## config.mk

```make
export PLATFORM = sky130hd
export DESIGN_NAME = wl_controller_flat
export DESIGN_NICKNAME = d
export VERILOG_FILES = /design/src/logic/wl_pkg.sv /design/src/logic/wl_link_if.sv /design/src/logic/wl_controller.sv /design/src/flat_wrapper.sv
export SDC_FILE = /design/constraint.sdc
export NUM_CORES = 1
export LEC_CHECK = 0
export ABC_AREA = 1
export BUFFER_PORTS_ARGS = -buffer_cell sky130_fd_sc_hd__buf_2
export CELL_PAD_IN_SITES_DETAIL_PLACEMENT = 0
export CELL_PAD_IN_SITES_GLOBAL_PLACEMENT = 1
export CORE_MARGIN = 1.5
export CORE_UTILIZATION = 42
export DETAILED_ROUTE_END_ITERATION = 10
export PLACE_DENSITY_LB_ADDON = 0.08
export SLEW_MARGIN = 20
export SYNTH_ARGS = -nofsm -noshare
export SYNTH_HDL_FRONTEND = slang
export SYNTH_SLANG_ARGS = --single-unit
```

## constraint.sdc

```tcl
create_clock -name clk -period 4.7 [get_ports clk]
set_clock_uncertainty 0.1 [all_clocks]
set_input_delay 0.94 -clock clk [delete_from_list [all_inputs] [get_ports clk]]
set_output_delay 0.94 -clock clk [all_outputs]
set_load 0.1 [all_outputs]
```

## src/logic/wl_pkg.sv

```systemverilog
// Shared constants and types for the write-leveling device and controller ends
package wl_pkg;
    localparam int CLK_NS = 40;
    // Link timings in ns; least times round up to whole cycles
    localparam int MOD_NS = 360;
    localparam int MRD_NS = 320;
    localparam int STROBE_EN_NS = 600;
    localparam int FIRST_STROBE_NS = 400;
    localparam int STROBE_LOW_NS = 40;
    localparam int STROBE_HIGH_NS = 40;
    localparam int FB_OUT_NS = 80;
    localparam int SKEW_NS = 40;
    localparam int ODT_OFF_NS = 200;
    localparam int MOD_CYC = (MOD_NS + CLK_NS - 1) / CLK_NS;
    localparam int MRD_CYC = (MRD_NS + CLK_NS - 1) / CLK_NS;
    localparam int STROBE_EN_CYC = (STROBE_EN_NS + CLK_NS - 1) / CLK_NS;
    localparam int PRE_CYC = (STROBE_LOW_NS + FIRST_STROBE_NS + CLK_NS - 1) / CLK_NS;
    localparam int STROBE_HIGH_CYC = (STROBE_HIGH_NS + CLK_NS - 1) / CLK_NS;
    localparam int FB_OUT_CYC = (FB_OUT_NS + CLK_NS - 1) / CLK_NS;
    localparam int SKEW_CYC = (SKEW_NS + CLK_NS - 1) / CLK_NS;
    localparam int ODT_OFF_CYC = (ODT_OFF_NS + CLK_NS - 1) / CLK_NS;
    // Mode register command fields
    localparam int MR_SEL_W = 3;
    localparam int ADDR_W = 14;
    localparam logic [2:0] MR_LEVEL = 3'h1;
    localparam logic [2:0] MR_WRTERM = 3'h2;
    localparam int LEVEL_EN_BIT = 7;
    localparam int OUT_OFF_BIT = 12;
    localparam int WR_TERM_LSB = 9;
    // Termination codes
    localparam logic [1:0] TERM_OFF = 2'h0;
    localparam logic [1:0] TERM_NOM = 2'h1;
    localparam logic [1:0] TERM_PARK = 2'h2;
    // Controller register map (byte addresses)
    localparam logic [3:0] REG_CTRL = 4'h0;
    localparam logic [3:0] REG_CFG = 4'h4;
    localparam logic [3:0] REG_STATUS = 4'h8;
    localparam logic [3:0] REG_TAPS = 4'hC;
    localparam int CTRL_START = 0;
    localparam int CTRL_STOP = 1;
    localparam int CFG_USE_ODT = 0;
    localparam int CFG_OUT_OFF = 1;
    localparam logic [1:0] CFG_RESET = 2'h1;
    typedef enum logic [3:0] {
        C_IDLE, C_WRTERM, C_MRD, C_ENTER, C_MOD, C_ODTW, C_PRE, C_PULSE,
        C_FB, C_HOLD, C_EXIT, C_ODTOFF, C_LEAVE, C_DONE
    } ctl_e;
endpackage

```

## src/logic/wl_link_if.sv

```systemverilog
// Link between leveling controller and memory device
`timescale 1ns/1ns
interface wl_link_if;
    logic mrs;
    logic [2:0] mr_sel;
    logic [13:0] maddr;
    logic termination_control_pin;
    logic ck_lvl;
    logic [1:0] dqs_t;
    logic [1:0] dqs_c;
    logic [1:0] dqs_oe;
    logic [15:0] dq;
    logic dq_oe;
    modport ctl (output mrs, mr_sel, maddr, termination_control_pin, ck_lvl, dqs_t, dqs_c, dqs_oe,
                 input dq, dq_oe);
    modport dev (input mrs, mr_sel, maddr, termination_control_pin, ck_lvl, dqs_t, dqs_c, dqs_oe,
                 output dq, dq_oe);
endinterface

```

## src/logic/wl_controller.sv

```systemverilog
// Leveling controller end: Avalon-MM registers, leveling sequence, strobe delay search
// Contract
// - Device enters leveling on enable bit 1
// - Output off bit disables device outputs
// - Leveling: termination pin switches strobes only
// - Disable write termination before leveling entry
// - Data lines undefined at leveling entry
// - Only deselect and permitted mode writes
// - Level one rank; others output off
// - Termination pin only after mode update delay
// - Strobe low, wait, then one edge
// - Strobe enable delay covers termination turn-on
// - Rising strobe samples clock, drives feedback
// - Feedback skew within skew window
// - Step delay; lock on 0-to-1 feedback
// - Strobe pulses meet minimum high/low widths
// - Exit: stop strobe, termination pin low
// - Clear enable only after termination off
// - Respect command cycle and update delay
// - Data lines undefined until exit settles
// - Each byte lane reports its own strobe
`timescale 1ns/1ns
module wl_controller #(
    parameter int CK_DIV = 16
) (
    // Clock and reset
    input wire logic clk,
    input wire logic rst,
    // Avalon-MM slave
    input wire logic [3:0] address,
    input wire logic read,
    input wire logic write,
    input wire logic [31:0] writedata,
    output logic [31:0] readdata,
    output logic waitrequest,
    // Link
    wl_link_if.ctl link
);
    import wl_pkg::*;

    typedef struct packed {
        wl_pkg::ctl_e st;
        logic ack;
        logic [31:0] rdata;
        logic [1:0] cfg;
        logic start;
        logic stop;
        logic [15:0] cnt;
        logic [7:0] ph;
        logic ck;
        logic [7:0] tap0;
        logic [7:0] tap1;
        logic [1:0] locked;
        logic [1:0] prev;
        logic [7:0] hc0;
        logic [7:0] hc1;
        logic [1:0] dqs;
        logic [1:0] dqs_oe;
        logic termination_control_pin;
        logic mrs;
        logic [2:0] mr_sel;
        logic [13:0] maddr;
        logic wreq;
        logic [1:0] dqs_n;
    } ctl_s;

    ctl_s s_r;
    ctl_s s_nxt;
    logic wr_hit;
    logic [1:0] fb;

    always_comb begin
        s_nxt = s_r;
        s_nxt.mrs = 1'b0;
        s_nxt.cnt = s_r.cnt + 16'h0001;
        fb = {&link.dq[15:8], &link.dq[7:0]};
        // Free-running reference clock level seen by the device
        s_nxt.ph = (s_r.ph == 8'(CK_DIV - 1)) ? 8'h00 : s_r.ph + 8'h01;
        s_nxt.ck = s_nxt.ph < 8'(CK_DIV / 2);
        // Bus: request seen, one wait cycle, then taken with waitrequest low
        wr_hit = s_r.ack & write;
        s_nxt.ack = (read | write) & ~s_r.ack;
        if ((read | write) && !s_r.ack) begin
            case (address)
                REG_CFG: s_nxt.rdata = {30'h0, s_r.cfg};
                REG_STATUS: s_nxt.rdata = {24'h0, s_r.st != C_IDLE, s_r.locked, 1'b0, s_r.st};
                REG_TAPS: s_nxt.rdata = {16'h0, s_r.tap1, s_r.tap0};
                default: s_nxt.rdata = 32'h0;
            endcase
        end
        if (wr_hit && address == REG_CFG && s_r.st == C_IDLE) begin
            s_nxt.cfg = writedata[1:0];
        end
        // Stop set wins over its clear on return to idle
        if (s_r.st == C_IDLE) begin
            s_nxt.stop = 1'b0;
        end
        if (wr_hit && address == REG_CTRL) begin
            s_nxt.start = s_r.start | writedata[CTRL_START];
            s_nxt.stop = s_nxt.stop | writedata[CTRL_STOP];
        end
        // Strobe pulse width counters per lane
        if (s_r.dqs[0]) begin
            s_nxt.hc0 = s_r.hc0 + 8'h01;
            if (s_r.hc0 == 8'(STROBE_HIGH_CYC - 1)) begin
                s_nxt.dqs[0] = 1'b0;
            end
        end
        if (s_r.dqs[1]) begin
            s_nxt.hc1 = s_r.hc1 + 8'h01;
            if (s_r.hc1 == 8'(STROBE_HIGH_CYC - 1)) begin
                s_nxt.dqs[1] = 1'b0;
            end
        end
        case (s_r.st)
            C_IDLE: begin
                if (s_r.start) begin
                    // A start written in this same cycle survives the clear
                    s_nxt.start = wr_hit && address == REG_CTRL && writedata[CTRL_START];
                    s_nxt.locked = 2'b00;
                    s_nxt.prev = 2'b11;
                    s_nxt.tap0 = 8'h00;
                    s_nxt.tap1 = 8'h00;
                    s_nxt.st = C_WRTERM;
                end
            end
            C_WRTERM: begin
                s_nxt.mrs = 1'b1;
                s_nxt.mr_sel = MR_WRTERM;
                s_nxt.maddr = 14'h0000;
                s_nxt.cnt = 16'h0000;
                s_nxt.st = C_MRD;
            end
            C_MRD: begin
                if (s_r.cnt >= 16'(MRD_CYC - 1)) begin
                    s_nxt.st = C_ENTER;
                end
            end
            C_ENTER: begin
                s_nxt.mrs = 1'b1;
                s_nxt.mr_sel = MR_LEVEL;
                s_nxt.maddr = 14'h0000;
                s_nxt.maddr[LEVEL_EN_BIT] = 1'b1;
                s_nxt.maddr[OUT_OFF_BIT] = s_r.cfg[CFG_OUT_OFF];
                s_nxt.cnt = 16'h0000;
                s_nxt.st = C_MOD;
            end
            C_MOD: begin
                if (s_r.cnt >= 16'(MOD_CYC - 1)) begin
                    s_nxt.termination_control_pin = s_r.cfg[CFG_USE_ODT] & ~s_r.cfg[CFG_OUT_OFF];
                    s_nxt.cnt = 16'h0000;
                    s_nxt.st = s_r.cfg[CFG_OUT_OFF] ? C_HOLD : C_ODTW;
                end
            end
            C_ODTW: begin
                if (s_r.cnt >= 16'(STROBE_EN_CYC - 1)) begin
                    s_nxt.dqs_oe = 2'b11;
                    s_nxt.cnt = 16'h0000;
                    s_nxt.st = C_PRE;
                end
            end
            C_PRE: begin
                if (s_r.cnt >= 16'(PRE_CYC - 1)) begin
                    s_nxt.cnt = 16'h0000;
                    s_nxt.st = C_PULSE;
                end
            end
            C_PULSE: begin
                // Pulses only in the first period, so each tap fires exactly once per pass
                if (s_r.ph == s_r.tap0 && !s_r.locked[0] && s_r.cnt < 16'(CK_DIV)) begin
                    s_nxt.dqs[0] = 1'b1;
                    s_nxt.hc0 = 8'h00;
                end
                if (s_r.ph == s_r.tap1 && !s_r.locked[1] && s_r.cnt < 16'(CK_DIV)) begin
                    s_nxt.dqs[1] = 1'b1;
                    s_nxt.hc1 = 8'h00;
                end
                if (s_r.cnt >= 16'(CK_DIV + STROBE_HIGH_CYC)) begin
                    s_nxt.cnt = 16'h0000;
                    s_nxt.st = C_FB;
                end
            end
            C_FB: begin
                if (s_r.cnt >= 16'(FB_OUT_CYC + SKEW_CYC + 1)) begin
                    s_nxt.prev = fb;
                    for (int i = 0; i < 2; i++) begin
                        if (!s_r.locked[i] && fb[i] && !s_r.prev[i]) begin
                            s_nxt.locked[i] = 1'b1;
                        end
                    end
                    if (!(s_r.locked[0] || (fb[0] && !s_r.prev[0]))) begin
                        s_nxt.tap0 = (s_r.tap0 == 8'(CK_DIV - 1)) ? 8'h00 : s_r.tap0 + 8'h01;
                    end
                    if (!(s_r.locked[1] || (fb[1] && !s_r.prev[1]))) begin
                        s_nxt.tap1 = (s_r.tap1 == 8'(CK_DIV - 1)) ? 8'h00 : s_r.tap1 + 8'h01;
                    end
                    s_nxt.cnt = 16'h0000;
                    s_nxt.st = (s_r.stop || &s_nxt.locked) ? C_EXIT : C_PULSE;
                end
            end
            C_HOLD: begin
                if (s_r.stop) begin
                    s_nxt.st = C_EXIT;
                end
            end
            C_EXIT: begin
                s_nxt.dqs_oe = 2'b00;
                s_nxt.termination_control_pin = 1'b0;
                s_nxt.cnt = 16'h0000;
                s_nxt.st = C_ODTOFF;
            end
            C_ODTOFF: begin
                if (s_r.cnt >= 16'(ODT_OFF_CYC - 1)) begin
                    s_nxt.st = C_LEAVE;
                end
            end
            C_LEAVE: begin
                s_nxt.mrs = 1'b1;
                s_nxt.mr_sel = MR_LEVEL;
                s_nxt.maddr = 14'h0000;
                s_nxt.maddr[OUT_OFF_BIT] = s_r.cfg[CFG_OUT_OFF];
                s_nxt.cnt = 16'h0000;
                s_nxt.st = C_DONE;
            end
            C_DONE: begin
                // Update delay is the longer wait and covers the command cycle too
                if (s_r.cnt >= 16'(MOD_CYC - 1)) begin
                    s_nxt.st = C_IDLE;
                end
            end
            default: s_nxt.st = C_IDLE;
        endcase
        // Registered copies so the bus and strobe outputs leave straight from flops
        s_nxt.wreq = ~s_nxt.ack;
        s_nxt.dqs_n = ~s_nxt.dqs;
    end

    always_ff @(posedge clk) begin
        if (rst) begin
            s_r <= '0;
            s_r.cfg <= CFG_RESET;
            s_r.prev <= 2'b11;
            s_r.wreq <= 1'b1;
            s_r.dqs_n <= 2'b11;
        end else begin
            s_r <= s_nxt;
        end
    end

    assign readdata = s_r.rdata;
    assign waitrequest = s_r.wreq;
    assign link.mrs = s_r.mrs;
    assign link.mr_sel = s_r.mr_sel;
    assign link.maddr = s_r.maddr;
    assign link.termination_control_pin = s_r.termination_control_pin;
    assign link.ck_lvl = s_r.ck;
    assign link.dqs_t = s_r.dqs;
    assign link.dqs_c = s_r.dqs_n;
    assign link.dqs_oe = s_r.dqs_oe;

    if (CK_DIV < 4 || CK_DIV > 256 || CK_DIV % 2 != 0) begin
        $error("CK_DIV must be even and within 4 to 256");
    end
endmodule

```

## src/flat_wrapper.sv

```systemverilog
// flat-port wrapper written by rule: the top's interface ports become plain ports
module wl_controller_flat import wl_pkg::*;
#(
    parameter int CK_DIV = 16
)
  (clk, rst, address, read, write, writedata, readdata, waitrequest, link_mrs, link_mr_sel, link_maddr, link_termination_control_pin, link_ck_lvl, link_dqs_t, link_dqs_c, link_dqs_oe, link_dq, link_dq_oe);
  wl_link_if link_i ();
  input wire logic clk;
  input wire logic rst;
  input wire logic [3:0] address;
  input wire logic read;
  input wire logic write;
  input wire logic [31:0] writedata;
  output logic [31:0] readdata;
  output logic waitrequest;
  output wire logic [$bits(link_i.mrs)-1:0] link_mrs;
  output wire logic [$bits(link_i.mr_sel)-1:0] link_mr_sel;
  output wire logic [$bits(link_i.maddr)-1:0] link_maddr;
  output wire logic [$bits(link_i.termination_control_pin)-1:0] link_termination_control_pin;
  output wire logic [$bits(link_i.ck_lvl)-1:0] link_ck_lvl;
  output wire logic [$bits(link_i.dqs_t)-1:0] link_dqs_t;
  output wire logic [$bits(link_i.dqs_c)-1:0] link_dqs_c;
  output wire logic [$bits(link_i.dqs_oe)-1:0] link_dqs_oe;
  input wire logic [$bits(link_i.dq)-1:0] link_dq;
  input wire logic [$bits(link_i.dq_oe)-1:0] link_dq_oe;
  assign link_mrs = link_i.mrs;
  assign link_mr_sel = link_i.mr_sel;
  assign link_maddr = link_i.maddr;
  assign link_termination_control_pin = link_i.termination_control_pin;
  assign link_ck_lvl = link_i.ck_lvl;
  assign link_dqs_t = link_i.dqs_t;
  assign link_dqs_c = link_i.dqs_c;
  assign link_dqs_oe = link_i.dqs_oe;
  assign link_i.dq = link_dq;
  assign link_i.dq_oe = link_dq_oe;
  wl_controller #(.CK_DIV(CK_DIV)) u_core (.clk(clk), .rst(rst), .address(address), .read(read), .write(write), .writedata(writedata), .readdata(readdata), .waitrequest(waitrequest), .link(link_i));
endmodule
```

=== Word-level counts from Yosys, hierarchy flattened ===
Index checks and enable logic that the tools add are counted.

* Bits in registers: 128
* Bits of input ports: 57
* Output and inout bits: 59
* Word-level logic and storage cells: 174

* $add $sub $neg: 6
* $lt $le $gt $ge: 8
* Equal/unequal tests: 33
* Multiplexer cells: 52
* Bitwise gates (word level): 10
* Reductions and logical operators: 42

{| class="wikitable"
|+ Operator list
! cell !! number
|-
| $pmux 16 s6 || 1
|-
| $mux 16 || 5
|-
| $mux 8 || 7
|-
| $pmux 4 s14 || 1
|-
| $pmux 18 s3 || 1
|-
| $ge 16x4->1 const B || 3
|-
| $mux 4 || 12
|-
| $pmux 16 s3 || 1
|-
| $add 8x1->8 const B || 5
|-
| $mux 20 || 2
|-
| $pmux 20 s2 || 1
|-
| $eq 4x4->1 const B || 8
|-
| $ge 16x3->1 const B || 2
|-
| $eq 8x4->1 const B || 3
|-
| $eq 4x3->1 const B || 5
|-
| $ne 2x1->1 const B || 10
|-
| $mux 18 || 1
|-
| $mux 9 || 2
|-
| $add 16x1->16 const B || 1
|-
| $eq 8x8->1 || 2
|-
| $ge 16x5->1 const B || 1
|-
| $logic_not 8->1 || 2
|-
| $lt 16x5->1 const B || 1
|-
| $reduce_and 8->1 || 2
|-
| 24 further kinds || 72
|}

=== Logic depth before layout (Yosys ltp) ===
* Word-level depth: 11
* Depth in mapped cells: 12

=== Worst setup path before layout ===
No wires, ideal clock.

* Path type: in2reg
* Start: input address[1]
* End: register u_core.s_r, in the netlist u_core.readdata[5]
* Library setup time: 0.070 ns
* Arrival time: 1.946 ns
* Required time: 4.530 ns
* Slack: 2.583 ns
* Stages on the path: 7
* Buffers on the path: 0
* Cells stage by stage: nor2_1 inv_1 nor3_1 inv_1 o22ai_1 nand2_1 a21oi_1

* Longest elaborated chain between the ends: 2
* Elaborated cells between the ends (all ways): 4

{| class="wikitable"
|+ RTL lines
! element !! RTL line !! RTL
|-
| start: declaration || flat_wrapper.sv:10 || <nowiki>input wire logic [3:0] address;</nowiki>
|-
| $eq 4x4->1 or $eq 4x3->1 (tied branches) || wl_controller.sv:84 || <nowiki>case (address)</nowiki>
|-
| $pmux 16 s3 * || wl_controller.sv:84 ||
|-
| end signal: assignment || wl_controller.sv:246 || <nowiki>s_r <= s_nxt;</nowiki>
|-
| end: declaration || wl_controller.sv:67 || <nowiki>ctl_s s_r;</nowiki>
|}

Every way passes the cells marked *; elsewhere a longest branch is shown, timed or not.
A chain may end at the register's enable or synchronous reset.

=== Final worst setup path ===
* Start: input write
* End: register u_core.s_r, in the netlist u_core.readdata[4]

* Longest elaborated chain between the ends: 2

{| class="wikitable"
|+ RTL lines
! element !! RTL line !! RTL
|-
| start: declaration || flat_wrapper.sv:12 || <nowiki>input wire logic write;</nowiki>
|-
| $or 1x1->1 || wl_controller.sv:83 || <nowiki>if ((read | write) && !s_r.ack) begin</nowiki>
|-
| $logic_and 1x1->1 || wl_controller.sv:83 ||
|}

No other way between the ends.

==> metrics list <==
- Outcome: complete, no violations
* Clock Latency Late Sink: 0.35 ns
- Global placement routability congestion: 0.8252
* Share of synthesized area occupied by flip-flops and latches: 36.20%
- From left edge to right edge, the die measures 116.6 um.
* Antenna Violating Nets Remaining: 0
- Data arrival time of the critical path: 2.55 ns
- Placed inst area: 5540 um2
- Final-layout setup total negative slack: 0 ns
- Worst-case clock buffer depth: 2
- The total count of hold-check failures in the final report came to 0.
* DR DRC count: 0
* Total Routing Usage GR: 19.26%
- In the layout the commonest cells are 142 x nand2_1, 103 x nor2_1, 98 x dfxtp_1, 71 x inv_1, 55 x buf_2.
- Setup repair after global routing left no endpoint under its margin.
- Area of the placeable core: 12620 um2
- Yosys printed 0 warnings.
- Synthesis-stage register bit count: 98
- Worst-Margin Slew: about 1.1 ns
* Worst voltage drop across the vdd grid: 0.0002158 V
- The floorplan step defined a die boundary enclosing 13600 um2.
* Cts bufs inserted: 9
- After clock tree synthesis, the flow added hold-fix buffers numbering 0.
* Fraction of power consumed by combinational cells: 32.9%
- CTS tree: yes
* Boundary Pins: approximately 120
- Number of maximum-capacitance violations: 0
* Post-route minimum period: 2.371 ns
- Number of H-tree branching levels: 3
* Effective utilization at floorplan: 42.95%
- Number of synthesized flops with an enable pin: 0
- Share of post-route cells with drive strength above 1: 14.25%
- In this run, the number of DRC markers left after iteration 0 of detailed routing was 241.
- CP Launch Type: input pin
* Most area-consuming cells after synthesis: dfxtp_1 36%, nand2_1 9.8%, buf_4 7.6%
- After detailed routing, the total wire length is 12.28 mm.
- The biggest area contributor in the post-synthesis netlist is dfxtp_1.
* Wire per inst: 12.82 um
- 0 antenna diodes ended up in the layout.
- Entering global routing, the biggest net connects 40 pins.
* Via count: 4680
- CTS Root Buffer Type: clkbuf_16
- The analysis attributes to net switching a power of 1000 uW.
* Post-Place Setup Slack: 1.857 ns
* Die Ht: 116.6 um
- The worst setup path is of the input pin to flop kind.
- After layout, the worst path uses between 50% and 60% of the clock period.
- STA classifies the critical path endpoint as a flop.
* Power share of the sequential group: 36.7%
* Power per unit of standard cell area: 429.3 nW/um2
- The number of different library cells used by synthesis comes to 45.
* Synth Instances: between 700 and 800
- Hpwl dp: roughly 9.2 mm
- The worst pin sits at a relative slew slack of 28.21%.
* Post-CTS Setup Bufs: 0
* Fraction of post-synthesis cell area in the top cell type by area: around 36%
- The first global-routing pass estimated 20.41 mm of wire.
- In the post-route analysis, the smallest setup slack over all paths is between 2 and 2.5 ns.
- Global route overflow: 0
- Post-Layout Inst Area: between 5000 and 6000 um2
- The area growth from synthesis to layout is 7.849%.
- Max Transition Viols Final: 0
* Number of global-route vias before repair: 4363
- The library cell used most frequently in the layout, excluding fill and tap cells, is nand2_1.
* Cell Rows: between 40 and 50
- Highest Clock Rate: 421.7 MHz
* Switching share of total power: 39.85%
- Fraction of registers with async set/reset: 0%
- LEAKAGE: 0.002470 uW
* Post-detailed-route via-to-cell ratio: approximately 5
- In this run, the clock network consumes 30.4% of the power.
- PortBufs: 55
* Predominant post-synthesis flop cell: dfxtp_1
* Highest fanout seen on the critical path: 17
- Post-CTS sizing: 0
- After clock tree synthesis, the clock-pin slew on the worst setup and hold paths is 0.07 ns.
* Initial antenna violation count: 0
- Data required time at the worst endpoint: about 4.9 ns
- CTS saw 98 sinks.
- The number of placed instances, taps included, is 942.
- Cell internal pwr: 1510 uW
* # setup viols final: 0
- Type of the tightest min-delay check: flop to flop
* Syn avg cell area: 7.179 um2
* DR pass1 iterations: 4
- In this run the cell area of the synthesized design comes to 5420 um2.
- Post-layout util: 46.32%
* Layout net count: 849
* Non-Filler Instances: 958
[per-layer routing]
| layer | up-vias | share of wire (%) | GRT usage (%) | wire length (um) |
|---|---|---|---|---|
| met3 | 15 | 3.5 | 2.543 | 427 |
| met1 | 2138 | 46 | 23.72 | 5594 |
| met5 | - | 0 | 0 | 0 |
| li1 | 2428 | - | - | - |
| met2 | 99 | 49 | 33.76 | 6046 |
| met4 | 0 | 1.7 | 8.353 | 211 |
[power by group through the flow]
stage          sequential (uW)  combinational [uW]  clock (uW)
2_1_floorplan              954                 696           0
3_3_place_gp               938                 819           0
3_5_place_dp               940                 826           0
4_1_cts                    921                 830         782
5_1_grt                    927                 910         818
6_report                   921                 827         762
[flip-flops by register name, indices dropped and copies added (netlist names)]
register	count
u_core.link.termination_control_pin	1
u_core.waitrequest	1
u_core.s_r	69
u_core.link.maddr	2
u_core.readdata	16
u_core.link.ck_lvl	1
u_core.link.mr_sel	2
u_core.link.dqs_c	2
u_core.link.dqs_t	2
u_core.link.dqs_oe	1
u_core.link.mrs	1
[layout make-up]
class | instances | area [um2]
multi-input cells | 535 | 2773
clock buffers | 11 | 242.7
well taps | 172 | 215.2
fillers | 1339 | 6774
flip-flops and latches | 98 | 1962
repair buffers | 56 | 282.8
inverters | 81 | 307.8
clock inverters | 5 | 62.56
[cell families after synthesis]
kind of cell	count (synthesis)	share of synthesized area, %
AND/OR/NAND/NOR	362	30.77
buffers and inverters	150	14.59
AO/OA/AOI/OAI	101	10.66
flip-flops	98	36.20
XOR/XNOR	32	5.171
adder cells (fa/ha/maj)	11	2.539
other	1	0.06919
[worst paths after layout]
check	startpoint	endpoint	slack, ns	depth (start not counted)
setup reg to reg	u_core.s_r[127]$_SDFFE_PP0P_	u_core.s_r[75]$_SDFF_PP0_	2.59	7
setup / recovery	write	u_core.readdata[4]$_SDFFE_PP0P_	2.33	7
hold / removal	u_core.link.mr_sel[1]$_SDFFE_PP0N_	u_core.link.mr_sel[1]$_SDFFE_PP0N_	0.36	2
hold reg to reg	u_core.link.mr_sel[1]$_SDFFE_PP0N_	u_core.link.mr_sel[1]$_SDFFE_PP0N_	0.36	2
[worst max-delay path: stages]
cell     delay [ns]
buf_2          0.09
nor2_1         0.04
nor2_1         0.39
inv_2          0.27
nor2_1         0.36
nand2_1        0.25
o21ai_0        0.21
[cell usage after synthesis, types with 10 or more instances]
cell type	instances
nor2_1	103
nor3_1	18
nor4_1	10
buf_4	55
nand3_1	44
o21ai_0	28
o22ai_1	13
nand2_1	142
nand4_1	17
dfxtp_1	98
a21oi_1	41
inv_1	71
xor2_1	25
ha_1	11
[stage by stage]
| stage | total power [uW] | hold WS [ns] |
|---|---|---|
| final | 2510 | 0.3592 |
| after global routing | 2656 | 0.3845 |
| after CTS | 2532 | 0.3620 |
| after detailed placement | 1765 | 0.3479 |
| after global placement | 1757 | 0.3373 |
| after floorplan | 1650 | 0.3243 |
Note: power is estimated with default switching activity, not from simulation.
